--- config.mk ---
export PLATFORM = sky130hd
export DESIGN_NAME = adc_output_format_timing
export DESIGN_NICKNAME = d
export VERILOG_FILES = /design/src/rtl/word_fifo.v /design/src/rtl/sample_pipe.v /design/src/rtl/adc_output_format_timing.v
export VERILOG_INCLUDE_DIRS = /design/src /design/src/rtl
export SDC_FILE = /design/constraint.sdc
export NUM_CORES = 1
export LEC_CHECK = 0
export BUFFER_PORTS_ARGS = -buffer_cell sky130_fd_sc_hd__clkbuf_2
export CAP_MARGIN = 25
export CORE_UTILIZATION = 50
export CTS_CLUSTER_DIAMETER = 80
export CTS_CLUSTER_SIZE = 40
export DETAILED_ROUTE_END_ITERATION = 6
export PLACE_DENSITY = 0.67
export SYNTH_ARGS = -nofsm -noshare
export SYNTH_HDL_FRONTEND = slang
export SYNTH_SLANG_ARGS = --single-unit
--- constraint.sdc ---
create_clock -name clk -period 2.6 [get_ports clk]
set_input_delay 0 -clock clk [delete_from_list [all_inputs] [get_ports clk]]
set_output_delay 0 -clock clk [all_outputs]
set_load 0.02 [all_outputs]
--- src/rtl/adc_out_defines.vh ---
`ifndef ADC_OUT_DEFINES_VH
`define ADC_OUT_DEFINES_VH

`define WORD_W        12
`define LATENCY       11
`define LAT_W         4
`define FIFO_DEPTH    4
`define FIFO_AW       2
`define CODE_MAX_OB   12'hFFF
`define CODE_MIN_OB   12'h000
`define CODE_MID_OB   12'h800
`define MSB           11
`define DIV_RATIO     2
`define CNT_ZERO      4'h0
`define CNT_ONE       4'h1

`endif

--- src/rtl/word_fifo.v ---
`timescale 1ns/100ps
`default_nettype none
module word_fifo #(
  parameter WIDTH = 13,
  parameter DEPTH = 4,
  parameter AW    = 2
) (
  // clock and reset
  input  wire             clk,
  input  wire             rst_b,
  // fill side
  input  wire             in_valid,
  output wire             in_ready,
  input  wire [WIDTH-1:0] in_data,
  // drain side
  output wire             out_valid,
  input  wire             out_ready,
  output wire [WIDTH-1:0] out_data
);
  reg [WIDTH-1:0] mem [0:DEPTH-1];
  reg [AW-1:0]    wr_q;
  reg [AW-1:0]    rd_q;
  reg [AW:0]      cnt_q;
  wire            push;
  wire            pop;

  assign in_ready  = (cnt_q != DEPTH[AW:0]);
  assign out_valid = (cnt_q != {(AW+1){1'b0}});
  assign push      = in_valid & in_ready;
  assign pop       = out_valid & out_ready;
  assign out_data  = mem[rd_q];

  always @(posedge clk) begin
    if (push) begin
      mem[wr_q] <= in_data;
    end
  end

  always @(posedge clk or negedge rst_b) begin
    if (!rst_b) begin
      wr_q  <= {AW{1'b0}};
      rd_q  <= {AW{1'b0}};
      cnt_q <= {(AW+1){1'b0}};
    end else begin
      if (push) begin
        wr_q <= wr_q + {{(AW-1){1'b0}}, 1'b1};
      end
      if (pop) begin
        rd_q <= rd_q + {{(AW-1){1'b0}}, 1'b1};
      end
      if (push && !pop) begin
        cnt_q <= cnt_q + {{AW{1'b0}}, 1'b1};
      end else if (pop && !push) begin
        cnt_q <= cnt_q - {{AW{1'b0}}, 1'b1};
      end
    end
  end
endmodule // word_fifo
`default_nettype wire

--- src/rtl/sample_pipe.v ---
`timescale 1ns/100ps
`default_nettype none
`include "adc_out_defines.vh"
module sample_pipe #(
  parameter WIDTH = 13,
  parameter DEPTH = 11
) (
  // clock and reset
  input  wire             clk,
  input  wire             rst_b,
  // stage advance and data
  input  wire             adv,
  input  wire [WIDTH-1:0] in_data,
  output wire [WIDTH-1:0] out_data
);
  reg [WIDTH-1:0] stage_q [0:DEPTH-1];
  integer i;

  // fixed-depth shift, moves only on a conversion strobe
  always @(posedge clk or negedge rst_b) begin
    if (!rst_b) begin
      for (i = 0; i < DEPTH; i = i + 1) begin
        stage_q[i] <= {WIDTH{1'b0}};
      end
    end else if (adv) begin
      stage_q[0] <= in_data;
      for (i = 1; i < DEPTH; i = i + 1) begin
        stage_q[i] <= stage_q[i-1];
      end
    end
  end

  assign out_data = stage_q[DEPTH-1];
endmodule // sample_pipe
`default_nettype wire

--- src/rtl/adc_output_format_timing.v ---
`timescale 1ns/100ps
`default_nettype none
`include "adc_out_defines.vh"
module adc_output_format_timing (
  // clock and reset
  input  wire                 clk,
  input  wire                 rst_b,
  // sampling clock, taken as synchronous levels
  input  wire                 sample_clk_true,
  input  wire                 sample_clk_comp,
  // quantised analog value, offset binary, plus range flags
  input  wire [`WORD_W-1:0]   analog_code,
  input  wire                 above_full_scale,
  input  wire                 below_full_scale,
  // straps; a floating pin is modelled as low (pulldown)
  input  wire                 half_rate_select,
  input  wire                 format_offset_bin,
  // parallel output bus
  output reg  [`WORD_W-1:0]   sample_word_true,
  output reg  [`WORD_W-1:0]   sample_word_comp,
  output reg                  overrange_true,
  output reg                  overrange_comp,
  output reg                  out_clk_true,
  output reg                  out_clk_comp,
  // buffered stream
  output wire                 word_valid,
  input  wire                 word_ready
);
  reg                 clk_true_q;
  reg                 clk_comp_q;
  reg                 div_q;
  reg                 conv_clk_q;
  reg  [`LAT_W-1:0]   fill_q;
  reg  [`WORD_W-1:0]  ob_code;
  reg                 or_flag;
  wire                rise;
  wire                conv;
  wire [`WORD_W:0]    pipe_out;
  wire [`WORD_W:0]    fifo_out;
  wire                fifo_in_ready;
  wire                fifo_in_valid;
  wire [`WORD_W-1:0]  fmt_word;
  wire                drain_ready;

  // one word per data clock pulse: no pop while a pulse is pending or high,
  // so the bus cannot change before the receiver's capture edge
  assign drain_ready = word_ready & ~conv_clk_q & ~out_clk_true;

  // true rise coincides with complementary fall
  assign rise = sample_clk_true & ~clk_true_q &
                ~sample_clk_comp & clk_comp_q;

  // pulldown default: low strap selects divide-by-two
  assign conv = rise & (half_rate_select | div_q);

  always @(posedge clk or negedge rst_b) begin
    if (!rst_b) begin
      clk_true_q <= 1'b0;
      clk_comp_q <= 1'b1;
      div_q      <= 1'b0;
    end else begin
      clk_true_q <= sample_clk_true;
      clk_comp_q <= sample_clk_comp;
      if (rise) begin
        div_q <= ~div_q;
      end
    end
  end

  // clamp and range detection in offset binary
  always @* begin
    or_flag = above_full_scale | below_full_scale;
    if (above_full_scale) begin
      ob_code = `CODE_MAX_OB;
    end else if (below_full_scale) begin
      ob_code = `CODE_MIN_OB;
    end else begin
      // exact full scales and mid-scale pass unflagged
      ob_code = analog_code;
    end
  end

  // flag rides in the same pipeline slot as its word
  sample_pipe #(
    .WIDTH (`WORD_W + 1),
    .DEPTH (`LATENCY)
  ) u_pipe (
    .clk      (clk),
    .rst_b    (rst_b),
    .adv      (conv),
    .in_data  ({or_flag, ob_code}),
    .out_data (pipe_out)
  );

  // words only count once the pipe holds real samples
  always @(posedge clk or negedge rst_b) begin
    if (!rst_b) begin
      fill_q <= `CNT_ZERO;
    end else if (conv && fill_q != `LATENCY) begin
      fill_q <= fill_q + `CNT_ONE;
    end
  end

  assign fifo_in_valid = conv & (fill_q == `LATENCY);

  // a full fifo drops the newest word: a converter cannot stall its input
  word_fifo #(
    .WIDTH (`WORD_W + 1),
    .DEPTH (`FIFO_DEPTH),
    .AW    (`FIFO_AW)
  ) u_fifo (
    .clk       (clk),
    .rst_b     (rst_b),
    .in_valid  (fifo_in_valid),
    .in_ready  (fifo_in_ready),
    .in_data   (pipe_out),
    .out_valid (word_valid),
    .out_ready (drain_ready),
    .out_data  (fifo_out)
  );

  // twos complement: invert the msb of the offset binary word
  assign fmt_word = format_offset_bin ? fifo_out[`WORD_W-1:0] :
                    {~fifo_out[`MSB], fifo_out[`MSB-1:0]};

  // bus updates with data clock low, rises the cycle after: one-cycle high pulse
  always @(posedge clk or negedge rst_b) begin
    if (!rst_b) begin
      sample_word_true <= `CODE_MID_OB;
      sample_word_comp <= ~`CODE_MID_OB;
      overrange_true   <= 1'b0;
      overrange_comp   <= 1'b1;
      out_clk_true     <= 1'b0;
      out_clk_comp     <= 1'b1;
      conv_clk_q       <= 1'b0;
    end else begin
      conv_clk_q <= 1'b0;
      if (word_valid && drain_ready) begin
        sample_word_true <= fmt_word;
        sample_word_comp <= ~fmt_word;
        overrange_true   <= fifo_out[`WORD_W];
        overrange_comp   <= ~fifo_out[`WORD_W];
        conv_clk_q       <= 1'b1;
      end
      out_clk_true <= conv_clk_q;
      out_clk_comp <= ~conv_clk_q;
    end
  end
  // fifo_in_ready low only when drain stalled four words
endmodule // adc_output_format_timing
`default_nettype wire

# Word level (Yosys, flattened, before mapping)
# Memories as Yosys holds them, arrays and structs flattened.
# Cells that the tools add are included.
[op_classes] n_reduce_logical=8 bitwise_logic=19 n_eq_ne=3 muxes=8 add_sub_neg=5
[ops] op="$mux 12" count=3
[ops] op="$not 12->12" count=1
[ops] op="$and 1x1->1" count=9
[ops] op="$not 1->1" count=7
[ops] op="$mux 3" count=2
[ops] op="$add 2x1->2 const B" count=2
[ops] op="$add 4x1->4 const B" count=1
[ops] op="$eq 4x4->1 const B" count=1
[ops] op="$logic_and 1x1->1" count=4
[ops] op="$ne 4x4->1 const B" count=1
[ops] op="$add 3x1->3 const B" count=1
[ops] op="$mux 1" count=3
[ops] op="$ne 3x3->1 const B" count=1
[ops] op="$reduce_bool 3->1" count=1
[ops] op="$sub 3x1->3 const B" count=1
[ops] op="$logic_not 1->1" count=2
[ops] op="$or 1x1->1" count=2
[ops] op="$reduce_bool 2->1" count=1
[word_totals] elab_cells=69 in_bits=21 memories=1 out_inout_bits=29 register_bits=186 mem_bits_rw=52
[mem_list] memory="u_fifo.mem" words=4 width=13 read_ports=1 rd_clocked_by_memory_dff=0 write_ports=1 line_no="word_fifo.v:20" source="reg [WIDTH-1:0] mem [0:DEPTH-1];"

# Depth between registers and ports, before layout
[depth] depth_word=11 ltp_mapped=9 ltp_nobuf=9

# Cells and area by module
# From an unflattened synthesis, not the netlist that was laid out.
[hier_totals] hier_cells=559 hier_area_um2=9512.9
[by_module_without_submodules] module="sample_pipe" area_each_um2=5685.5 seq_area_each_um2=3578.4 n_inst=1 cells_each=315
[by_module_without_submodules] module="word_fifo" area_each_um2=2321.0 seq_area_each_um2=1736.7 n_inst=1 cells_each=103
[by_module_without_submodules] module="adc_output_format_timing" area_each_um2=1506.4 seq_area_each_um2=919.6 n_inst=1 cells_each=141

# Worst setup path before layout
# OpenSTA, ideal clock, no wires.
[synth_path] path_kind="register to register" startpoint="register fill_q[0]" endpoint="register u_fifo.cnt_q[2]" arrival_ns=2.138 path_buffers=0 stages_incl_launch_ff=10 required_ns=2.521 synth_period_minus_slack_ns=2.217 setup_slack_ns=0.383 setup_time_ns=0.079 path_cell_list="dfrtp_1 > ha_1 > nand3b_1 > a2111oi_4 > ha_1 > inv_1 > fa_1 > xor2_1 > nor2_1 > xor2_1"
[synth_via] elab_chain_cells=6 word_cells_on_any_way=8 classes_between="eq/ne: 1; mux: 1; bitwise: 2; reduce/logical: 4"
[synth_lines] item="from (decl)" line_no="adc_output_format_timing.v:33" source="reg [`LAT_W-1:0] fill_q;"
[synth_lines] item="from (signal assigned)" line_no="adc_output_format_timing.v:98" source="fill_q <= `CNT_ZERO;"
[synth_lines] item="from (signal assigned)" line_no="adc_output_format_timing.v:100" source="fill_q <= fill_q + `CNT_ONE;"
[synth_lines] item="$eq 4x4->1 (no line) (*)"
[synth_lines] item="$and 1x1->1 (*)" line_no="adc_output_format_timing.v:104" source="assign fifo_in_valid = conv & (fill_q == `LATENCY);"
[synth_lines] item="$and 1x1->1 (*)" line_no="word_fifo.v:29" source="assign push = in_valid & in_ready;"
[synth_lines] item="via u_fifo.push" line_no="word_fifo.v:24" source="wire push;"
[synth_lines] item="$logic_not 1->1" line_no="word_fifo.v:53" source="end else if (pop && !push) begin"
[synth_lines] item="$logic_and 1x1->1" line_no="word_fifo.v:53"
[synth_lines] item="$reduce_bool 2->1 (no line)"
[synth_lines] item="to (signal assigned)" line_no="word_fifo.v:43" source="cnt_q <= {(AW+1){1'b0}};"
[synth_lines] item="to (signal assigned)" line_no="word_fifo.v:52" source="cnt_q <= cnt_q + {{AW{1'b0}}, 1'b1};"
[synth_lines] item="to (signal assigned)" line_no="word_fifo.v:54" source="cnt_q <= cnt_q - {{AW{1'b0}}, 1'b1};"
[synth_lines] item="to (decl)" line_no="word_fifo.v:23" source="reg [AW:0] cnt_q;"
# The timed path passes the listed nets; every way through them passes the cells marked *.
# A chain may end at the register's enable or synchronous reset.

# Worst setup path in the final report
# Same ends and word-level chain as after synthesis.

==> results by group <==
STA
  • Worst-Margin Slew: 0.587 ns
  • Setup TNS: 0 ns
  • Worst Setup Slack, final: 0.285 ns
  • Peak Freq: around 430 MHz
  • Crit path time final: ~2.3 ns
  • Hold WS: approximately 0.037 ns
  • Final Hold Viols: 0
  • Max-slew violations: 0
  • Final period util: 0.890
  • Worst slew margin: 0.609
  • Final setup fails: 0
  • RSZ-0062 raised after global routing: no
  • Setup Skew: approximately 0.027 ns

Drt
  • Initial DRC Count: 220
  • DRT antenna net count: 0
  • DR WL/cell: approximately 16 um
  • Number of remaining DRC errors: 0
  • DRT Wirelength: roughly 14 mm
  • Vias: between 4000 and 5000
  • Pre-Repair DR Iteration Count: 4
  • Vias per std cell: 5.28

Clock tree
  • Htree depth: 1
  • Clk Tree Root Cell: clkbuf_16
  • Clock Path Buffers: 3
  • CTS buffer count: 11
  • Reg clk slew, reported paths: between 0.1 and 0.15 ns
  • Worst skew pair latency: about 0.48 ns
  • TritonCTS clock tree: yes
  • Sinks on the clock net: ~240
  • Setup Buffers After CTS: 0
  • Resized cells post-CTS: 0

Logic synthesis
  • Yosys warns: 0
  • Post-Synthesis Cells: 536
  • Post-Synth Simple-Gate Area: 0.0159
  • Sequential area share after synthesis: 0.681
  • Xor/xnor share of the synthesized area: 0.00957
  • Post-synthesis adder-cell area fraction: 0.0104
  • Multiplexer share of the synthesized area: 0.215
  • Synth unique cells: 34
  • Main combinational cell family by area after synthesis: multiplexers
  • Cell Area, Synth: between 9000 and 10000 um^2
  • FF+latch count, synth: 238
  • Avg Cell Area, Syn: between 15 and 20 um^2
  • Compound-cell area share of the yosys netlist: 0.0432
  • Syn Nets: between 500 and 600

Layout
  • Commonest non-fill, non-tap cells in the layout: dfrtp_1, mux2_2, edfxtp_1
  • Synthesis-to-finish area growth: 12.9%
  • Number of diodes: 0
  • Fraction of layout cells with a size suffix above 1: 0.413
  • Fillcell total: around 1400
  • Commonest non-fill, non-tap cell in the layout: dfrtp_1
  • Nets: between 600 and 700

Placed design
  • I/O Buffers: ~50
  • Worst slack, placed: approximately 0.30 ns
  • Gp weighted congestion: 0.700
  • DPL Wire Length: between 8 and 9 mm

Die
  • Ports: 50
  • Die area: between 15000 and 20000 um^2
  • # rows: 49
  • Die W: 137 um
  • Initial Util: 0.509
  • Die Y: roughly 140 um
  • Core area: approximately 18000 um^2

Global routing
  • Largest net degree at the start of global routing: 56
  • Grt ovf: 0
  • Global-route wire length before repair: ~23 mm
  • Initial antenna violation count: 0
  • Vias in the first global route: between 4000 and 5000
  • GRT Overall Usage: 0.156

Pwr
  • Pwr Density: around 900 nW/um^2
  • P_sw: around 2.7 mW
  • Pleak: around 4.7 nW
  • Sequential share of power: 0.542
  • Max VDD drop: between 0.6 and 0.7 mV
  • Switch share: 0.297
  • Clock share of power: 0.228
  • Combinational share of power: 0.231
  • Internal cell power: about 6.5 mW
  • Pwr Total: around 9 mW

Job
  • Max Cap Viol: 0

Worst setup path
  • CP endpoint kind: register
  • R2R cell count: 9
  • Worst Setup Start Kind: register
  • Worst path arrival time: ~2.7 ns
  • Max Fanout on Critical Path: 3
  • Crit Path Category: reg -> reg
  • Critical Path RT: ~3.0 ns

Hold path
  • Hold WC Path Type: in -> async

Outcome
  • Run status: complete, no violations
cell usage after synthesis:
library cell | number | area share
mux2_1 | 10 | 0.012
nor3_1 | 1 | 0.00055
buf_4 | 12 | 0.0098
nor3b_2 | 1 | 0.0014
edfxtp_1 | 52 | 0.17
mux2_2 | 132 | 0.16
inv_1 | 5 | 0.0021
and2_1 | 4 | 0.0027
xnor2_1 | 6 | 0.0057
a2111oi_4 | 1 | 0.0030
a21oi_2 | 4 | 0.0038
nor2_2 | 1 | 0.00068
nor2_1 | 5 | 0.0021
clkbuf_1 | 10 | 0.0041
dfstp_2 | 15 | 0.043
nand3_1 | 2 | 0.0011
dfrtp_1 | 171 | 0.47
xor2_1 | 4 | 0.0038
or3_1 | 1 | 0.00068
a21oi_1 | 34 | 0.019
mux2_4 | 5 | 0.0082
buf_8 | 1 | 0.0016
nor3b_1 | 2 | 0.0016
mux4_2 | 13 | 0.032
o21ai_0 | 13 | 0.0071
ha_1 | 6 | 0.0082
buf_2 | 4 | 0.0022
inv_6 | 1 | 0.00096
o31ai_1 | 13 | 0.011
nand2_4 | 1 | 0.0012
buf_6 | 3 | 0.0037
nand4bb_4 | 1 | 0.0030
fa_1 | 1 | 0.0022
nand3b_1 | 1 | 0.00082
state kept, by name, summed over array words and instances (netlist names):
| register | flops |
|---|---|
| overrange_true | 1 |
| sample_word_comp | 12 |
| u_fifo.mem | 52 |
| sample_word_true | 12 |
| conv_clk_q | 1 |
| out_clk_true | 1 |
| fill_q | 4 |
| u_pipe.stage_q | 130 |
| clk_true_q | 1 |
| u_pipe.out_data | 13 |
| overrange_comp | 1 |
| u_fifo.rd_q | 2 |
| u_fifo.cnt_q | 3 |
| div_q | 1 |
| out_clk_comp | 1 |
| clk_comp_q | 1 |
| u_fifo.wr_q | 2 |
worst paths after layout:
check,start,endpoint,slack [ns]
worst max register to register,fill_q[0]$_DFFE_PN0P_,u_fifo.cnt_q[2]$_DFFE_PN0P_,0.28
max in group asynchronous,rst_b,u_pipe.stage_q[44]$_DFFE_PN0P_,1.71
worst min-delay path,rst_b,sample_word_true[0]$_DFFE_PN0P_,0.04
min in group clk,half_rate_select,u_fifo.wr_q[0]$_DFFE_PN0P_,0.13
worst min register to register,conv_clk_q$_DFF_PN0_,out_clk_true$_DFF_PN0_,0.43
worst max-delay path,fill_q[0]$_DFFE_PN0P_,u_fifo.cnt_q[2]$_DFFE_PN0P_,0.28
layer usage:
metal,vias to the layer above,GRT usage,share of wire
met5,-,0,0
met4,0,0.0348,0.018
met3,19,0.0195,0.023
met2,59,0.270,0.49
met1,2290,0.210,0.46
li1,2090,-,-
what timing repair did:
action,CTS,global route
hold buffers,31,0
endpoints found under the hold margin,169,0
endpoints found under the setup margin,0,0
per-stage QoR:
stage	area [um^2]	utilization	instances
after CTS	10300	0.575	844
after global placement	9640	0.537	796
final	10300	0.575	844
after floorplan	9150	-	536
after global routing	10300	0.575	844
after detailed placement	9640	0.537	796
layout make-up:
| type | count | area (um^2) | share of cell area |
|---|---|---|---|
| inverter | 6 | 27.5 | 0.00267 |
| timing repair buffer | 92 | 702 | 0.0680 |
| sequential | 238 | 6230 | 0.604 |
| clock buffer | 11 | 275 | 0.0267 |
| clock inverter | 6 | 105 | 0.0102 |
| multi-input combinational | 262 | 2700 | 0.261 |
| tap | 229 | 287 | 0.0277 |
worst max-delay path: stages, from the launching register on:
cell and delay (ns):
dfrtp_1 0.41, ha_1 0.19, nand3b_1 0.16, a2111oi_4 0.38, ha_1 0.25, inv_1 0.06
fa_1 0.38, xor2_1 0.15, nor2_1 0.11, xor2_1 0.15
power groups by stage:
| stage | clock network [mW] | logic (mW) | registers [mW] |
|---|---|---|---|
| after floorplan | 0 | 1.40 | 5.18 |
| after global placement | 0 | 2.01 | 5.02 |
| after detailed placement | 0 | 2.10 | 5.06 |
| after CTS | 2.17 | 2.15 | 4.98 |
| after global routing | 2.30 | 2.34 | 5.07 |
| final | 2.09 | 2.12 | 4.97 |
cells by family after synthesis:
| logic type | count (synthesis) |
|---|---|
| xor+xnor | 10 |
| mux | 160 |
| flops | 238 |
| buf+inv | 36 |
| compound gates | 65 |
| simple gates | 20 |
| fa+ha+maj | 7 |
Power figures use the tool's default switching activity.
